$ cat src/stdma_pkg.sv
// Constants, register map and types for the simple transmit DMA engine
package stdma_pkg;

  // ***************************************************************
  // Structure
  // ***************************************************************
  localparam int FIFO_DEPTH = 16;
  localparam int PTR_W      = 4;
  localparam int PAGE_BITS  = 10;

  // ***************************************************************
  // Register offsets
  // ***************************************************************
  localparam logic [3:0] OFF_CTRL = 4'h0;
  localparam logic [3:0] OFF_TP   = 4'h1;
  localparam logic [3:0] OFF_SGP  = 4'h2;
  localparam logic [3:0] OFF_WC   = 4'h3;
  localparam logic [3:0] OFF_MASK = 4'h4;
  localparam logic [3:0] OFF_STAT = 4'h5;
  localparam logic [3:0] OFF_FIFO = 4'h6;

  // ***************************************************************
  // Field positions
  // ***************************************************************
  localparam int CTL_TRANSMIT_QUEUE_ENABLE  = 0;
  localparam int CTL_TDMA  = 1;
  localparam int CTL_KEEP  = 2;
  localparam int CTL_SIZE  = 3;
  localparam int CTL_ALIGN = 5;
  localparam int CTL_BE    = 7;
  localparam int CTL_BSZ   = 8;
  localparam int CTL_BINIT = 16;
  localparam int ST_EXP    = 0;
  localparam int ST_ERR    = 1;
  localparam int ST_PLD    = 2;
  localparam int ST_EMPTY  = 3;

  // ***************************************************************
  // Reset values and encodings
  // ***************************************************************
  localparam logic [31:0] CTRL_RST = 32'h0000_0000;
  localparam logic [1:0]  MASK_RST = 2'h0;
  localparam logic [1:0]  SZ_BYTE  = 2'h0;
  localparam logic [1:0]  SZ_HALF  = 2'h1;

  typedef enum logic [1:0] {S_IDLE, S_BURST, S_SG} stdma_state_e;

endpackage

$ cat src/stdma_top.sv
// Simple transmit DMA engine: burst reads, scatter/gather, transmit FIFO, unpacker
// How it works
// - On a memory error raise interrupt, halt this channel, keep pointer at the error.
// - With burst-size space free, read first-length words, then burst-size bursts.
// - Each returned word within the count is pushed, pointer incremented, word counter decremented.
// - Valid is asserted while FIFO holds data; option takes words by acknowledge.
// - At a page boundary read one word at sg pointer into pointer, bump sg.
// - Last burst still reads full size but pushes only the counted words.
// - Counter reaching zero raises the interrupt output when unmasked.
// - Unpacker starts at the alignment lane; alignment 01 skips lane 0.
// - Byte order 0 means little-endian, ascending address delivery.
// - Writing queue enable 0 clears the transmit FIFO.
// - Leftover bytes are written by software with a matching alignment.
// - A readable FIFO-empty status bit lets software poll for drain.
// - Byte size hands one byte per acknowledge.
// - Data reads run only with both enables set and error, load, expired clear.
// - Counter reaching zero sets the expired flag and disables transmit DMA.
// - Each acknowledge advances after a two-flop synchronizer, on the third edge; valid drops when FIFO empties.
//
// Implementation choices: strobed register access and the address map.
`timescale 1ns/1ps
module stdma_top (
  // Clock and reset
  input  wire logic        ref_clk,
  input  wire logic        rst,
  // Register port
  input  wire logic [3:0]  reg_addr,
  input  wire logic [31:0] reg_wdata,
  input  wire logic        reg_wr,
  input  wire logic        reg_rd,
  output logic      [31:0] reg_rdata,
  // Memory read port
  output logic             mem_req,
  output logic      [31:0] mem_addr,
  output logic      [7:0]  mem_len,
  input  wire logic [31:0] mem_rdata,
  input  wire logic        mem_rvalid,
  input  wire logic        mem_rerr,
  // Option side
  input  wire logic        tx_data_ack_n,
  output logic             tx_valid_n,
  output logic      [31:0] tx_data,
  // Interrupt
  output logic             system_interrupt_n
);

  // ***************************************************************
  // Control storage
  // ***************************************************************
  logic [31:0] option_control_reg;
  logic [31:0] transmit_pointer;
  logic [31:0] transmit_sg_pointer;
  logic [23:0] transmit_word_counter;
  logic [1:0]  interrupt_mask_reg;
  logic        tx_count_expired_flag;
  logic        tx_error_flag;
  logic        tx_pending_load_flag;
  logic        first_pending;
  stdma_pkg::stdma_state_e state;
  logic [7:0]  beats;

  logic       transmit_queue_enable;
  logic       transmit_dma_enable;
  logic       keep_fifo_filled;
  logic [1:0] size_sel;
  logic [1:0] unpack_alignment;
  logic       byte_order_select;
  logic [7:0] burst_size;
  logic [7:0] first_burst_length;

  assign transmit_queue_enable = option_control_reg[stdma_pkg::CTL_TRANSMIT_QUEUE_ENABLE];
  assign transmit_dma_enable   = option_control_reg[stdma_pkg::CTL_TDMA];
  assign keep_fifo_filled      = option_control_reg[stdma_pkg::CTL_KEEP];
  assign size_sel              = option_control_reg[stdma_pkg::CTL_SIZE +: 2];
  assign unpack_alignment      = option_control_reg[stdma_pkg::CTL_ALIGN +: 2];
  assign byte_order_select     = option_control_reg[stdma_pkg::CTL_BE];
  assign burst_size            = option_control_reg[stdma_pkg::CTL_BSZ +: 8];
  assign first_burst_length    = option_control_reg[stdma_pkg::CTL_BINIT +: 8];

  // FIFO state
  logic [31:0] fifo_mem [stdma_pkg::FIFO_DEPTH];
  logic [3:0]  wr_ptr;
  logic [3:0]  rd_ptr;
  logic [4:0]  count;
  logic [1:0]  lane;
  logic        ack_s1;
  logic        ack_s2;

  // ***************************************************************
  // Decode and engine events
  // ***************************************************************
  logic wr_ctrl;
  logic wr_stat;
  logic clr_fifo;
  logic go;
  logic issue_sg;
  logic issue_data;
  logic beat;
  logic push_dma;
  logic push_pio;
  logic push;
  logic set_exp;
  logic set_err;
  logic set_pld;
  logic sg_done;
  logic [4:0]  free_words;
  logic [7:0]  next_len;
  logic [31:0] push_data;

  assign wr_ctrl  = reg_wr && (reg_addr == stdma_pkg::OFF_CTRL);
  assign wr_stat  = reg_wr && (reg_addr == stdma_pkg::OFF_STAT);
  assign clr_fifo = wr_ctrl && !reg_wdata[stdma_pkg::CTL_TRANSMIT_QUEUE_ENABLE];
  assign free_words = 5'(stdma_pkg::FIFO_DEPTH) - count;
  assign go = transmit_dma_enable && transmit_queue_enable && !tx_error_flag
           && !tx_pending_load_flag && !tx_count_expired_flag;
  assign issue_sg = (state == stdma_pkg::S_IDLE) && tx_pending_load_flag
                 && transmit_dma_enable && transmit_queue_enable && !tx_error_flag;
  assign issue_data = (state == stdma_pkg::S_IDLE) && go && (burst_size != 8'h00)
                   && ({3'h0, free_words} >= burst_size) && (keep_fifo_filled || count == 5'h00);
  assign next_len = (first_pending && first_burst_length != 8'h00) ? first_burst_length
                                                                     : burst_size;
  assign beat     = (state == stdma_pkg::S_BURST) && mem_rvalid && !mem_rerr;
  assign push_dma = beat && (transmit_word_counter != 24'h000000);
  assign set_exp  = push_dma && (transmit_word_counter == 24'h000001);
  assign set_err  = (state != stdma_pkg::S_IDLE) && mem_rvalid && mem_rerr;
  assign set_pld  = push_dma && (transmit_pointer[stdma_pkg::PAGE_BITS-1:0] == '1);
  assign sg_done  = (state == stdma_pkg::S_SG) && mem_rvalid && !mem_rerr;
  // Software writes into the FIFO are dropped while a burst is landing
  assign push_pio = reg_wr && (reg_addr == stdma_pkg::OFF_FIFO) && (state == stdma_pkg::S_IDLE)
                 && (count != 5'(stdma_pkg::FIFO_DEPTH));
  assign push      = push_dma || push_pio;
  assign push_data = push_dma ? mem_rdata : reg_wdata;

  // ***************************************************************
  // Control register
  // ***************************************************************
  always_ff @(posedge ref_clk or posedge rst) begin
    if (rst) begin
      option_control_reg <= stdma_pkg::CTRL_RST;
    end else begin
      if (wr_ctrl) begin
        option_control_reg <= reg_wdata;
      end
      if (set_exp) begin
        option_control_reg[stdma_pkg::CTL_TDMA] <= 1'b0;
      end
    end
  end

  always_ff @(posedge ref_clk or posedge rst) begin
    if (rst) begin
      interrupt_mask_reg <= stdma_pkg::MASK_RST;
    end else if (reg_wr && reg_addr == stdma_pkg::OFF_MASK) begin
      interrupt_mask_reg <= reg_wdata[1:0];
    end
  end

  // ***************************************************************
  // Status flags: write one to clear, hardware set wins
  // ***************************************************************
  always_ff @(posedge ref_clk or posedge rst) begin
    if (rst) begin
      tx_count_expired_flag <= 1'b0;
      tx_error_flag         <= 1'b0;
      tx_pending_load_flag  <= 1'b0;
    end else begin
      tx_count_expired_flag <= set_exp
        || (tx_count_expired_flag && !(wr_stat && reg_wdata[stdma_pkg::ST_EXP]));
      tx_error_flag <= set_err
        || (tx_error_flag && !(wr_stat && reg_wdata[stdma_pkg::ST_ERR]));
      tx_pending_load_flag <= set_pld
        || (tx_pending_load_flag && !sg_done && !(wr_stat && reg_wdata[stdma_pkg::ST_PLD]));
    end
  end

  // ***************************************************************
  // Pointers and word counter
  // ***************************************************************
  always_ff @(posedge ref_clk or posedge rst) begin
    if (rst) begin
      transmit_pointer      <= 32'h0000_0000;
      transmit_sg_pointer   <= 32'h0000_0000;
      transmit_word_counter <= 24'h000000;
    end else begin
      if (reg_wr && reg_addr == stdma_pkg::OFF_TP) begin
        transmit_pointer <= reg_wdata;
      end
      if (reg_wr && reg_addr == stdma_pkg::OFF_SGP) begin
        transmit_sg_pointer <= reg_wdata;
      end
      if (reg_wr && reg_addr == stdma_pkg::OFF_WC) begin
        transmit_word_counter <= reg_wdata[23:0];
      end
      if (push_dma) begin
        transmit_pointer      <= transmit_pointer + 32'h0000_0001;
        transmit_word_counter <= transmit_word_counter - 24'h000001;
      end
      if (sg_done) begin
        transmit_pointer    <= mem_rdata;
        transmit_sg_pointer <= transmit_sg_pointer + 32'h0000_0001;
      end
    end
  end

  // ***************************************************************
  // Burst sequencer
  // ***************************************************************
  always_ff @(posedge ref_clk or posedge rst) begin
    if (rst) begin
      state    <= stdma_pkg::S_IDLE;
      mem_req  <= 1'b0;
      mem_addr <= 32'h0000_0000;
      mem_len  <= 8'h00;
      beats    <= 8'h00;
    end else begin
      mem_req <= 1'b0;
      case (state)
        stdma_pkg::S_IDLE: begin
          beats <= 8'h00;
          if (issue_sg) begin
            mem_req  <= 1'b1;
            mem_addr <= transmit_sg_pointer;
            mem_len  <= 8'h01;
            state    <= stdma_pkg::S_SG;
          end else if (issue_data) begin
            mem_req  <= 1'b1;
            mem_addr <= transmit_pointer;
            mem_len  <= next_len;
            state    <= stdma_pkg::S_BURST;
          end
        end
        stdma_pkg::S_BURST: begin
          if (set_err) begin
            state <= stdma_pkg::S_IDLE;
          end else if (beat) begin
            beats <= beats + 8'h01;
            if (beats + 8'h01 == mem_len) begin
              state <= stdma_pkg::S_IDLE;
            end
          end
        end
        stdma_pkg::S_SG: begin
          if (mem_rvalid) begin
            state <= stdma_pkg::S_IDLE;
          end
        end
        default: state <= stdma_pkg::S_IDLE;
      endcase
    end
  end

  always_ff @(posedge ref_clk or posedge rst) begin
    if (rst) begin
      first_pending <= 1'b0;
    end else if (wr_ctrl && reg_wdata[stdma_pkg::CTL_TDMA] && !transmit_dma_enable) begin
      first_pending <= 1'b1;
    end else if (issue_data && !issue_sg) begin
      first_pending <= 1'b0;
    end
  end

  // ***************************************************************
  // Transmit FIFO and unpacker
  // ***************************************************************
  logic        ack;
  logic        pop;
  logic [2:0]  step;
  logic [2:0]  lane_sum;
  logic [3:0]  next_rd;
  logic [4:0]  next_count;
  logic [1:0]  next_lane;
  logic [31:0] head;

  function automatic logic [31:0] pick(input logic [31:0] w, input logic [1:0] k,
                                       input logic [2:0] nb, input logic be);
    logic [2:0]  sh;
    logic [31:0] m;
    sh = be ? 3'(3'h4 - {1'b0, k} - nb) : {1'b0, k};
    m  = (nb == 3'h1) ? 32'h0000_00FF : (nb == 3'h2) ? 32'h0000_FFFF : 32'hFFFF_FFFF;
    return (w >> {sh, 3'h0}) & m;
  endfunction

  assign ack = !ack_s2 && !tx_valid_n;

  always_comb begin
    step = 3'h4;
    if (size_sel == stdma_pkg::SZ_BYTE) begin
      step = 3'h1;
    end else if (size_sel == stdma_pkg::SZ_HALF) begin
      step = 3'h2;
    end
    lane_sum   = {1'b0, lane} + step;
    pop        = ack && lane_sum[2];
    next_rd    = clr_fifo ? 4'h0 : rd_ptr + {3'h0, pop};
    next_count = clr_fifo ? 5'h00 : count + {4'h0, push} - {4'h0, pop};
    next_lane  = lane;
    if (clr_fifo) begin
      next_lane = reg_wdata[stdma_pkg::CTL_ALIGN +: 2];
    end else if (ack) begin
      next_lane = pop ? 2'h0 : lane_sum[1:0];
    end
    head = fifo_mem[next_rd];
    if (push && (count - {4'h0, pop}) == 5'h00) begin
      head = push_data;
    end
  end

  always_ff @(posedge ref_clk) begin
    if (push && !clr_fifo) begin
      fifo_mem[wr_ptr] <= push_data;
    end
  end

  always_ff @(posedge ref_clk or posedge rst) begin
    if (rst) begin
      wr_ptr     <= 4'h0;
      rd_ptr     <= 4'h0;
      count      <= 5'h00;
      lane       <= 2'h0;
      tx_valid_n <= 1'b1;
      tx_data    <= 32'h0000_0000;
    end else begin
      wr_ptr     <= clr_fifo ? 4'h0 : wr_ptr + {3'h0, push};
      rd_ptr     <= next_rd;
      count      <= next_count;
      lane       <= next_lane;
      tx_valid_n <= (next_count == 5'h00);
      tx_data    <= pick(head, next_lane, step, byte_order_select);
    end
  end

  // Acknowledge pin arrives from the option's domain
  always_ff @(posedge ref_clk or posedge rst) begin
    if (rst) begin
      ack_s1 <= 1'b1;
      ack_s2 <= 1'b1;
    end else begin
      ack_s1 <= tx_data_ack_n;
      ack_s2 <= ack_s1;
    end
  end

  // ***************************************************************
  // Interrupt and read-back
  // ***************************************************************
  always_ff @(posedge ref_clk or posedge rst) begin
    if (rst) begin
      system_interrupt_n <= 1'b1;
    end else begin
      system_interrupt_n <= !(|({tx_error_flag, tx_count_expired_flag}
                                 & interrupt_mask_reg));
    end
  end

  always_ff @(posedge ref_clk or posedge rst) begin
    if (rst) begin
      reg_rdata <= 32'h0000_0000;
    end else begin
      reg_rdata <= 32'h0000_0000;
      if (reg_rd) begin
        case (reg_addr)
          stdma_pkg::OFF_CTRL: reg_rdata <= option_control_reg;
          stdma_pkg::OFF_TP:   reg_rdata <= transmit_pointer;
          stdma_pkg::OFF_SGP:  reg_rdata <= transmit_sg_pointer;
          stdma_pkg::OFF_WC:   reg_rdata <= {8'h00, transmit_word_counter};
          stdma_pkg::OFF_MASK: reg_rdata <= {30'h0, interrupt_mask_reg};
          stdma_pkg::OFF_STAT: reg_rdata <= {28'h0, (count == 5'h00),
                                 tx_pending_load_flag, tx_error_flag, tx_count_expired_flag};
          default:             reg_rdata <= 32'h0000_0000;
        endcase
      end
    end
  end

  // ***************************************************************
  // Checks
  // ***************************************************************
  a_err_halts: assert property (@(posedge ref_clk) disable iff (rst)
    set_err |=> tx_error_flag && state == stdma_pkg::S_IDLE ##1 !mem_req)
    else $error("error did not halt the channel");
  a_err_ptr_hold: assert property (@(posedge ref_clk) disable iff (rst)
    (mem_rvalid && mem_rerr && !reg_wr) |=> transmit_pointer == $past(transmit_pointer))
    else $error("pointer moved on error");
  a_push_update: assert property (@(posedge ref_clk) disable iff (rst)
    (push_dma && !reg_wr) |=> transmit_word_counter == $past(transmit_word_counter) - 24'h1
      && count != 5'h00)
    else $error("word push did not update counter");
  a_sg_load: assert property (@(posedge ref_clk) disable iff (rst)
    (sg_done && !reg_wr) |=> transmit_pointer == $past(mem_rdata) && !tx_pending_load_flag)
    else $error("sg entry not loaded");
  a_expire_stop: assert property (@(posedge ref_clk) disable iff (rst)
    set_exp |=> tx_count_expired_flag && !transmit_dma_enable ##1 !issue_data)
    else $error("expiry did not stop transmit");
  a_irq_done: assert property (@(posedge ref_clk) disable iff (rst)
    (set_exp && interrupt_mask_reg[0] && !reg_wr) |-> ##2 !system_interrupt_n)
    else $error("completion interrupt missing");
  a_valid_empty: assert property (@(posedge ref_clk) disable iff (rst)
    tx_valid_n == (count == 5'h00))
    else $error("valid disagrees with fill level");
  a_clear_fifo: assert property (@(posedge ref_clk) disable iff (rst)
    clr_fifo |=> count == 5'h00 && tx_valid_n
      && lane == $past(reg_wdata[stdma_pkg::CTL_ALIGN +: 2]))
    else $error("queue disable did not clear");
  a_byte_step: assert property (@(posedge ref_clk) disable iff (rst)
    (ack && size_sel == stdma_pkg::SZ_BYTE && lane != 2'h3 && !clr_fifo)
      |=> lane == $past(lane) + 2'h1)
    else $error("byte unpack did not advance one lane");

endmodule

$ cat config.mk
export PLATFORM = sky130hd
export DESIGN_NAME = stdma_top
export DESIGN_NICKNAME = d
export VERILOG_FILES = /design/src/stdma_pkg.sv /design/src/stdma_top.sv
export SDC_FILE = /design/constraint.sdc
export NUM_CORES = 1
export LEC_CHECK = 0
export BUFFER_PORTS_ARGS = -buffer_cell sky130_fd_sc_hd__buf_4
export CAP_MARGIN = 25
export CELL_PAD_IN_SITES_DETAIL_PLACEMENT = 1
export CELL_PAD_IN_SITES_GLOBAL_PLACEMENT = 2
export CORE_MARGIN = 1
export CORE_UTILIZATION = 44
export CTS_BUF_LIST = sky130_fd_sc_hd__clkbuf_8
export DETAILED_ROUTE_END_ITERATION = 10
export PLACE_DENSITY = 0.92
export SLEW_MARGIN = 15
export SYNTH_ARGS = -nofsm -noshare
export SYNTH_HDL_FRONTEND = slang
export SYNTH_SLANG_ARGS = --single-unit
$ cat constraint.sdc
create_clock -name ref_clk -period 10.55 [get_ports ref_clk]
set_input_delay 1.055 -clock ref_clk [delete_from_list [all_inputs] [get_ports ref_clk]]
set_output_delay 1.055 -clock ref_clk [all_outputs]
set_load 0.02 [all_outputs]
## Yosys cells after proc, flatten, opt, wreduce, memory -nomap -nowiden

Memory sizes are Yosys's and may differ from the RTL's.
Cells that the tools add are included.

| storage, ports and cells | value |
|---|---|
| memories | 1 |
| register bits after elaboration | 260 |
| logic and storage cells | 197 |
| RAM bits | 512 |

Memory list:

| name | depth | width | rd ports | clocked after Yosys merged registers in | write ports | RTL line | text |
|---|---|---|---|---|---|---|---|
| fifo_mem | 16 | 32 | 1 | 0 | 1 | stdma_top.sv:81 | `logic [31:0] fifo_mem [stdma_pkg::FIFO_DEPTH];` |

| operators by class | value |
|---|---|
| $lt $le $gt $ge | 1 |
| muxes and demuxes | 46 |
| reductions and logical operators | 87 |
| add/subtract/negate cells | 13 |
| shift-type cells | 1 |
| bitwise operators | 2 |
| eq/ne operators | 21 |

Operator list:

| cell | count |
|---|---|
| 32-bit 2-to-1 mux | 12 |
| 32-bit case mux with 6 select lines | 1 |
| 32-bit by 1-bit adder with 32-bit output, second input constant | 2 |
| 24-bit 2-to-1 mux | 2 |
| 1-bit logical AND | 46 |
| 8-bit 2-to-1 mux | 5 |
| 32-bit AND | 1 |
| 32-bit by 6-bit right shift with 32-bit output | 1 |
| 24-bit by 1-bit == test with 1-bit output, second input constant | 1 |
| 24-bit nonzero test | 1 |
| 24-bit by 1-bit subtractor with 24-bit output, second input constant | 1 |
| 2-bit 2-to-1 mux | 10 |
| 8-bit case mux with 2 select lines | 1 |
| 8-bit nonzero test | 2 |
| 1-bit logical NOT | 15 |
| 5-bit logical NOT | 3 |
| 2-bit nonzero test | 7 |
| 4-bit by 3-bit == test with 1-bit output, second input constant | 3 |
| 10-bit == test, second input constant | 1 |
| 5-bit by 1-bit subtractor with 5-bit output | 2 |
| 3-bit 2-to-1 mux | 3 |
| 4-bit by 1-bit adder with 4-bit output | 2 |
| 8-bit by 1-bit adder with 8-bit output, second input constant | 1 |
| 4-bit by 2-bit == test with 1-bit output, second input constant | 2 |
| other kinds (29) | 46 |

## Depth between registers and ports, before layout

Gate-level depths: netlist of the first run.

| logic depth | value |
|---|---|
| depth after elaboration | 13 |
| mapped depth | 19 |
| mapped depth without buffers | 16 |

## Worst setup path before layout of the first run

OpenSTA, ideal clock, no wires.

| path | value |
|---|---|
| path type | in2reg |
| start | input port reg_wdata[0] |
| end | memory fifo_mem[0][0], enable pin |
| setup time | 461 ps |
| data required time | 10089 ps |
| setup slack | 5215 ps |
| stages | 9 |
| buffers on the path | 4 |
| arrival time | 4874 ps |
| cells stage by stage | clkbuf_1 -> nor3_1 -> nand2_1 -> buf_2 -> clkbuf_1 -> clkbuf_1 -> nand2_1 -> or3_1 -> nor3_1 |

| on the way | value |
|---|---|
| longest elaborated chain between the ends | 6 |

Ends and longest elaborated chain:

| element | RTL line | text |
|---|---|---|
| from (decl) | stdma_top.sv:28 | `input wire logic [31:0] reg_wdata,` |
| 1-bit logical NOT | stdma_top.sv:112 | `assign clr_fifo = wr_ctrl && !reg_wdata[stdma_pkg::CTL_TRANSMIT_QUEUE_ENABLE];` |
| 1-bit logical AND | stdma_top.sv:112 |  |
| 1-bit logical NOT | stdma_top.sv:309 | `if (push && !clr_fifo) begin` |
| 1-bit logical AND | stdma_top.sv:309 |  |
| 1-bit 2-to-1 mux | stdma_top.sv:309 |  |
| 1-bit 2-to-1 mux (not written as such) | stdma_top.sv:310 | `fifo_mem[wr_ptr] <= push_data;` |
| to (decl) | stdma_top.sv:81 |  |

Every way passes these cells.

## Worst setup path after layout of the first run

| path | value |
|---|---|
| start | register option_control_reg[4] |
| end | register tx_data[0] |

| on the way | value |
|---|---|
| longest elaborated chain between the ends | 13 |
| elaborated cells between the ends (all ways) | 23 |
| those cells by class | add/sub: 5; eq/ne: 2; shift: 1; mux: 9; bitwise: 1; reduce/logical: 4; memory: 1 |

Ends and longest elaborated chain:

| element | RTL line | text |
|---|---|---|
| from (decl) | stdma_top.sv:50 | `logic [31:0] option_control_reg;` |
| from (signal assigned) | stdma_top.sv:139 | `option_control_reg <= stdma_pkg::CTRL_RST;` |
| from (signal assigned) | stdma_top.sv:142 | `option_control_reg <= reg_wdata;` |
| 2-bit by 1-bit == test with 1-bit output | stdma_top.sv:289 | `end else if (size_sel == stdma_pkg::SZ_HALF) begin` |
| 3-bit 2-to-1 mux | stdma_top.sv:289 |  |
| 3-bit 2-to-1 mux (*) | stdma_top.sv:287 | `if (size_sel == stdma_pkg::SZ_BYTE) begin` |
| 2-bit by 3-bit adder with 3-bit output | stdma_top.sv:292 | `lane_sum = {1'b0, lane} + step;` |
| 1-bit logical AND | stdma_top.sv:293 | `pop = ack && lane_sum[2];` |
| 2-bit 2-to-1 mux | stdma_top.sv:300 | `next_lane = pop ? 2'h0 : lane_sum[1:0];` |
| 2-bit 2-to-1 mux | stdma_top.sv:299 | `end else if (ack) begin` |
| 2-bit 2-to-1 mux | stdma_top.sv:297 | `if (clr_fifo) begin` |
| 3-bit by 2-bit subtractor with 3-bit output | stdma_top.sv:278 | `sh = be ? 3'(3'h4 - {1'b0, k} - nb) : {1'b0, k};` |
| 3-bit subtractor | stdma_top.sv:278 |  |
| 3-bit 2-to-1 mux | stdma_top.sv:278 |  |
| 32-bit by 6-bit right shift with 32-bit output | stdma_top.sv:280 | `return (w >> {sh, 3'h0}) & m;` |
| 32-bit AND (*) | stdma_top.sv:280 |  |
| to (signal assigned) | stdma_top.sv:328 | `tx_data <= pick(head, next_lane, step, byte_order_select);` |
| to (decl) | stdma_top.sv:42 | `output logic [31:0] tx_data,` |

Every way passes the cells marked *; elsewhere a longest branch is shown, timed or not.
A chain may end at the register's enable or synchronous reset.

==> impl_metrics.json, run 1 <==
{
  "status": "completed",
  "nets": 3121,
  "routed_wl_mm": 120,
  "post_cts_buffers": 0,
  "grt_max_degree": 138,
  "ys.flop_type": "edfxtp_1",
  "synth.yosys.seq_area_share_pct": 62.2,
  "synth_edf_count": 512,
  "crit_arrival_ns": 6.75,
  "slew_viol_final": 0,
  "grt_overflow": 0,
  "clk_pin_slew_ns": 0.06,
  "setup-tns-final_ns": 0,
  "cts_root_buffer": "clkbuf_8",
  "drive_gt1_share_pct": 20.9,
  "num_rows": 103,
  "syn_area_um2": 35200,
  "grt_pass1_vias": 27600,
  "largest_register": "fifo_mem",
  "synth_cells": 2821,
  "utilization_pct": 50.9,
  "drc_errors": 0,
  "vdd_drop_max_mv": 0.219,
  "antenna_found_initial": 0,
  "clk_latency_ns": 0.79,
  "power_frac_comb_pct": 39.1,
  "cp_slowest_cell": "ha_4",
  "first_pass_iters": 5,
  "placement.io_buffers": 181,
  "cts.sinks": 772,
  "num_vias": 26400,
  "ys_types": 95,
  "reg2reg_to": "tx_data[0]$_DFF_PP0_",
  "pwr-share-clk_pct": 23.8,
  "ys_seq_elements": 772,
  "rr_startpoint": "option_control_reg[4]$_DFFE_PP0P_",
  "drt_iter0_markers": 2916,
  "cap_violations": 0,
  "hold_class": "primary input to async pin",
  "diodes": 0,
  "via_per_inst": 6.34,
  "setup_viol": 0,
  "avgSynthCellArea_um2": 12.5,
  "finClkSkew_ns": 0.0376,
  "grtUsageTotal_pct": 29.7,
  "grt_pass1_wl_mm": 180,
  "wl_per_cell_um": 28.9,
  "slew_headroom_pct": 30.4,
  "final_cell_area_um2": 40300,
  "final_common_cell": "edfxtp_1",
  "worst_slew_pin_slew_ns": 1.04,
  "maxClockFrequency_ghz": 0.166,
  "ios": 182,
  "synth_fp_nets": 2928,
  "critical-path-max-stage-delay_ns": 0.79,
  "final_cell_mix": "edfxtp_1 (512), nand2_1 (303), dfrtp_1 (256)",
  "end_kind": "register",
  "power.switching_uw": 4390,
  "core_um2": 79100,
  "ctsHoldBuffers": 0,
  "largest_reg_flops": 512,
  "initial_utilization_pct": 44.5,
  "rrSetupSlack_ns": 4.51,
  "p_per_area_nw_per_um2": 269,
  "seqPwrFrac_pct": 37.1,
  "htreeDepth": 4,
  "path_cells": "nand2b_1 > xnor2_1 > ha_1 > a211oi_1 > nor4_1 > ha_4 > buf_4 > nor2b_1 > o21ai_1 > o22ai_1 > nor3_1 > a21oi_1 > o21ai_0 > and3_1 > a311o_1",
  "die_y_um": 285,
  "async_flop_share_pct": 33.7,
  "p_sw_share_pct": 40.5,
  "p_int_uw": 6440,
  "fp.dieArea_um2": 81200,
  "hpwl_mm": 76.3,
  "period_minus_slack_ns": 6.04,
  "p_leak_uw": 0.0151,
  "cts_tree": "done",
  "whs_ns": 0.268,
  "cts.repair.resized": 0,
  "crit_path_max_fanout": 61,
  "cts_buffer_depth": 3,
  "placed_cell_area_um2": 37700,
  "worstRegToRegCells": 15,
  "crit_family": "compound AO/OA/AOI/OAI gates",
  "fillers": 8175,
  "cp.required_ns": 11.26,
  "die_w_um": 285,
  "worst_setup_path_start_kind": "register",
  "cp_num_buf_inv": 1,
  "setup.worst_path.class": "register to register",
  "yosysWarnings": 0,
  "ant_nets": 0,
  "fin_crit_sh_pct": 57.3,
  "hold_viol_final": 0,
  "report.power.total_uw": 10800,
  "area_delta_synth_final_pct": 14.3,
  "rsz0062_at_grt": "false",
  "numCtsBuffers": 132,
  "gp_congestion": 0.939
}
power by group through the flow:
stage	Sequential (µW)	Combinational (µW)	Clock [µW]
6_report	4010	4230	2580
5_1_grt	4050	4490	2730
4_1_cts	4000	4170	2610
3_5_place_dp	4050	4140	0
3_3_place_gp	4030	3960	0
2_1_floorplan	3980	2640	0
metrics by stage:
stage                     instances  setup slack (ns)
after floorplan                2821              2.35
after global placement         3925              4.95
after global routing           4169              4.29
after CTS                      4165              4.57
final                          4169              4.51
after detailed placement       3926              4.66
worst max path at each step:
stage                                           start                    to  slack [ns]  cells after the start
floorplan                                         rst  beats[0]$_DFFE_PP0P_        2.35                      1
global placement    option_control_reg[4]$_DFFE_PP0P_  tx_data[9]$_DFF_PP0_        4.95                     13
detailed placement  option_control_reg[4]$_DFFE_PP0P_  tx_data[2]$_DFF_PP0_        4.66                     14
CTS                 option_control_reg[4]$_DFFE_PP0P_  tx_data[2]$_DFF_PP0_        4.57                     14
global route        option_control_reg[4]$_DFFE_PP0P_  tx_data[0]$_DFF_PP0_        4.29                     15
finish              option_control_reg[4]$_DFFE_PP0P_  tx_data[0]$_DFF_PP0_        4.51                     15
per-layer routing:
metal  vias to the layer above  global-route usage [%]  part of all wire, %
met3                       303                    5.84                  9.4
met5                         -                       0                    0
met1                     13600                    39.7                   39
met2                      1467                    46.8                   47
li1                      11100                       -                    -
met4                         0                    13.7                  4.4
synth_stat cells (all sizes together), types with 17 or more instances:
master / number / area, µm²
ha: 31 / 388
a22oi: 21 / 163
a221oi: 32 / 280
nand2: 303 / 1140
mux2: 123 / 1390
a21oi: 173 / 866
and2: 25 / 156
nand3: 54 / 270
mux4: 40 / 901
or3: 22 / 148
a211oi: 74 / 556
nor3: 89 / 457
a31oi: 25 / 163
o21ai: 113 / 581
nor2: 216 / 816
mux2i: 89 / 891
xnor2: 31 / 272
nand2b: 19 / 119
inv: 48 / 180
dfrtp: 256 / 6410
a311oi: 17 / 149
edfxtp: 512 / 15400
nor2b: 21 / 131
o31ai: 17 / 133
clkbuf: 94 / 353
xor2: 17 / 156
buf: 89 / 478
o22ai: 35 / 219
final cells by class:
| type | instances | area [µm²] | area share [%] |
|---|---|---|---|
| multi-input combinational | 1817 | 12500 | 31.1 |
| clock inverter | 91 | 430 | 1.07 |
| tap | 1050 | 1310 | 3.26 |
| clock buffer | 148 | 2040 | 5.06 |
| sequential | 772 | 21900 | 54.4 |
| timing repair buffer | 242 | 1860 | 4.63 |
| inverter | 49 | 191 | 0.476 |
cell families after synthesis:
kind of cell / count (synthesis) / share of synthesized area (%)
adders and majority gates: 32 / 1.16
and+or+nand+nor: 832 / 11.0
AOI/OAI and AO/OA: 653 / 12.5
xor gates and xnor gates: 48 / 1.22
buffers and inverters: 232 / 2.88
DFF: 772 / 62.2
muxes: 252 / 9.03
Note: power is estimated with default switching activity, not from simulation.
==> run 2: changes to the inputs <==
==> constraint.sdc (replaced) <==
create_clock -name ref_clk -period 5.6 [get_ports ref_clk]
set_input_delay 0.56 -clock ref_clk [delete_from_list [all_inputs] [get_ports ref_clk]]
set_output_delay 0.56 -clock ref_clk [all_outputs]
set_load 0.02 [all_outputs]
==> run 2 against run 1 <==
  * First-iteration DRC count up 4.1%
  * Wire length up 4.8%
  * Critical path depth rose by 2
  * Count of clock-buffer cells in the layout increased by 11
  * Cell area is 1.6% higher
  * Global-route usage up 1.2 points
  * Combinational power is 97% higher
  * Final cell count up 1.5%
  * Register-to-register slack lost 4.2 ns
  * Non-clock buffer count rose by 61
  * Largest cell class unchanged
  * Largest power group unchanged
  * Highest routed layer unchanged
==> impl_metrics.json, run 2 (synthesis gave the netlist of run 1 again) <==
{
  "path_cells": "nand2b_1 > xnor2_1 > ha_1 > and2_1 > nor4_1 > buf_4 > ha_4 > ha_2 > xor2_4 > buf_12 > buf_4 > buf_4 > mux4_2 > or2_2 > a211oi_1 > o32a_1 > o21ai_1",
  "crit_top_cell": "buf_4",
  "die_w_um": 285,
  "grt_pass1_wl_mm": 186,
  "grt_overflow": 0,
  "gp_congestion": 0.957,
  "crit_family": "buffers and inverters",
  "drive_gt1_share_pct": 22.0,
  "slew_viol_final": 0,
  "placement.io_buffers": 181,
  "antenna_found_initial": 1,
  "htreeDepth": 4,
  "end_kind": "register",
  "fin_crit_sh_pct": 94.2,
  "cts_buffer_depth": 3,
  "routed_wl_mm": 126,
  "initial_utilization_pct": 44.5,
  "rrSetupSlack_ns": 0.32,
  "rsz0062_at_grt": "false",
  "post_cts_buffers": 0,
  "cts_root_buffer": "clkbuf_8",
  "dp_cells": 3974,
  "use_met1_pct": 40.1,
  "slew_headroom_pct": 22.0,
  "final_cell_area_um2": 40900,
  "die_y_um": 285,
  "numCtsBuffers": 133,
  "crit_path_max_fanout": 38,
  "largest_register": "fifo_mem",
  "busiest_layer": "met2",
  "instances_no_fill": 4232,
  "ios": 182,
  "p_leak_uw": 0.0155,
  "worst_slew_pin_slew_ns": 1.14,
  "cp_slowest_cell": "a211oi_1",
  "setup-tns-final_ns": 0,
  "placed_cell_area_um2": 38100,
  "drt_iter0_markers": 3037,
  "final_cell_mix": "edfxtp_1 (512), nand2_1 (303), buf_4 (281)",
  "maxClockFrequency_ghz": 0.189,
  "critical-path-max-stage-delay_ns": 0.52,
  "cp_num_buf_inv": 4,
  "setup.worst_path.class": "register to register",
  "p_per_area_nw_per_um2": 512,
  "drc_errors": 0,
  "area_delta_synth_final_pct": 16.1,
  "grt_max_degree": 134,
  "first_pass_iters": 5,
  "wl_per_cell_um": 29.8,
  "via_per_inst": 6.39,
  "core_um2": 79100,
  "clk_latency_ns": 0.80,
  "min_from": "mem_rdata[0]",
  "fp.dieArea_um2": 81200,
  "cts.sinks": 772,
  "utilization_pct": 51.7,
  "final_common_cell": "edfxtp_1",
  "ant_nets": 0,
  "grt_pass1_vias": 28400,
  "worst_setup_path_start_kind": "register",
  "hpwl_mm": 81.9,
  "cap_violations": 0,
  "setup_viol": 0,
  "cts_tree": "done",
  "largest_reg_flops": 512,
  "worstRegToRegCells": 17,
  "diodes": 0,
  "whs_endpoint": "transmit_pointer[0]$_DFFE_PP0P_",
  "finClkSkew_ns": 0.0376,
  "num_vias": 27000,
  "clk_pin_slew_ns": 0.06,
  "cp.required_ns": 6.28,
  "grtUsageMet3_pct": 6.14,
  "period_minus_slack_ns": 5.28,
  "rr_startpoint": "option_control_reg[4]$_DFFE_PP0P_",
  "reg2reg_to": "tx_data[4]$_DFF_PP0_",
  "hold_class": "primary input to register",
  "min_path_cells": 3,
  "vdd_drop_max_mv": 0.281,
  "hold_viol_final": 0,
  "grt_use_met2_pct": 49.3,
  "nets": 3183,
  "crit_arrival_ns": 5.96,
  "grtUsageTotal_pct": 30.9,
  "status": "completed",
  "num_rows": 103
}
[run 2: power breakdown]
group | total, µW | internal, µW | switching, µW
clock | 5030 | 2620 | 2410
combinational | 8320 | 3120 | 5200
sequential | 7570 | 6710 | 861
total | 20900 | 12500 | 8470
[run 2: final cells by class]
type / instances / area [µm²]
inverter: 49 / 188
multi-input combinational: 1817 / 12500
clock buffer: 159 / 2190
sequential: 772 / 21900
tap: 1050 / 1310
fill: 8152 / 38200
timing repair buffer: 303 / 2400
clock inverter: 82 / 390
[run 2: repair_timing]
action | in CTS | in global routing
gates resized for setup | 0 | 0
hold buffers | 14 | 0
endpoints found under the hold margin | 42 | 0
[run 2: worst max-delay path by stage]
stage | from | to | depth (start not counted)
global placement | option_control_reg[4]$_DFFE_PP0P_ | tx_data[4]$_DFF_PP0_ | 17
CTS | option_control_reg[4]$_DFFE_PP0P_ | tx_data[4]$_DFF_PP0_ | 17
detailed placement | option_control_reg[4]$_DFFE_PP0P_ | tx_data[4]$_DFF_PP0_ | 17
finish | option_control_reg[4]$_DFFE_PP0P_ | tx_data[4]$_DFF_PP0_ | 17
floorplan | count[2]$_DFF_PP0_ | fifo_mem[0][0]$_DFFE_PP_ | 9
global route | option_control_reg[4]$_DFFE_PP0P_ | tx_data[0]$_DFF_PP0_ | 15
[run 2: tightest hold or removal path: stages]
cell and delay [ns]:
buf_4 0.11, nand2_1 0.06, o21ai_0 0.07
[run 2: per-stage QoR]
step	setup slack [ns]	power (µW)	hold WS, ns
2_1_floorplan	0.738	12500	0.345
3_3_place_gp	0.686	15300	0.348
3_5_place_dp	0.448	15700	0.350
4_1_cts	0.447	20800	0.000824
5_1_grt	0.0842	21700	0.0409
6_report	0.322	20900	0.0603
[run 2: routing by layer]
| layer | share of wire (%) | routed length (µm) | vias up |
|---|---|---|---|
| met4 | 5.0 | 6360 | 0 |
| met1 | 39 | 48700 | 13900 |
| met5 | 0 | 0 | - |
| met3 | 9.0 | 11300 | 337 |
| li1 | - | - | 11200 |
| met2 | 47 | 59600 | 1529 |
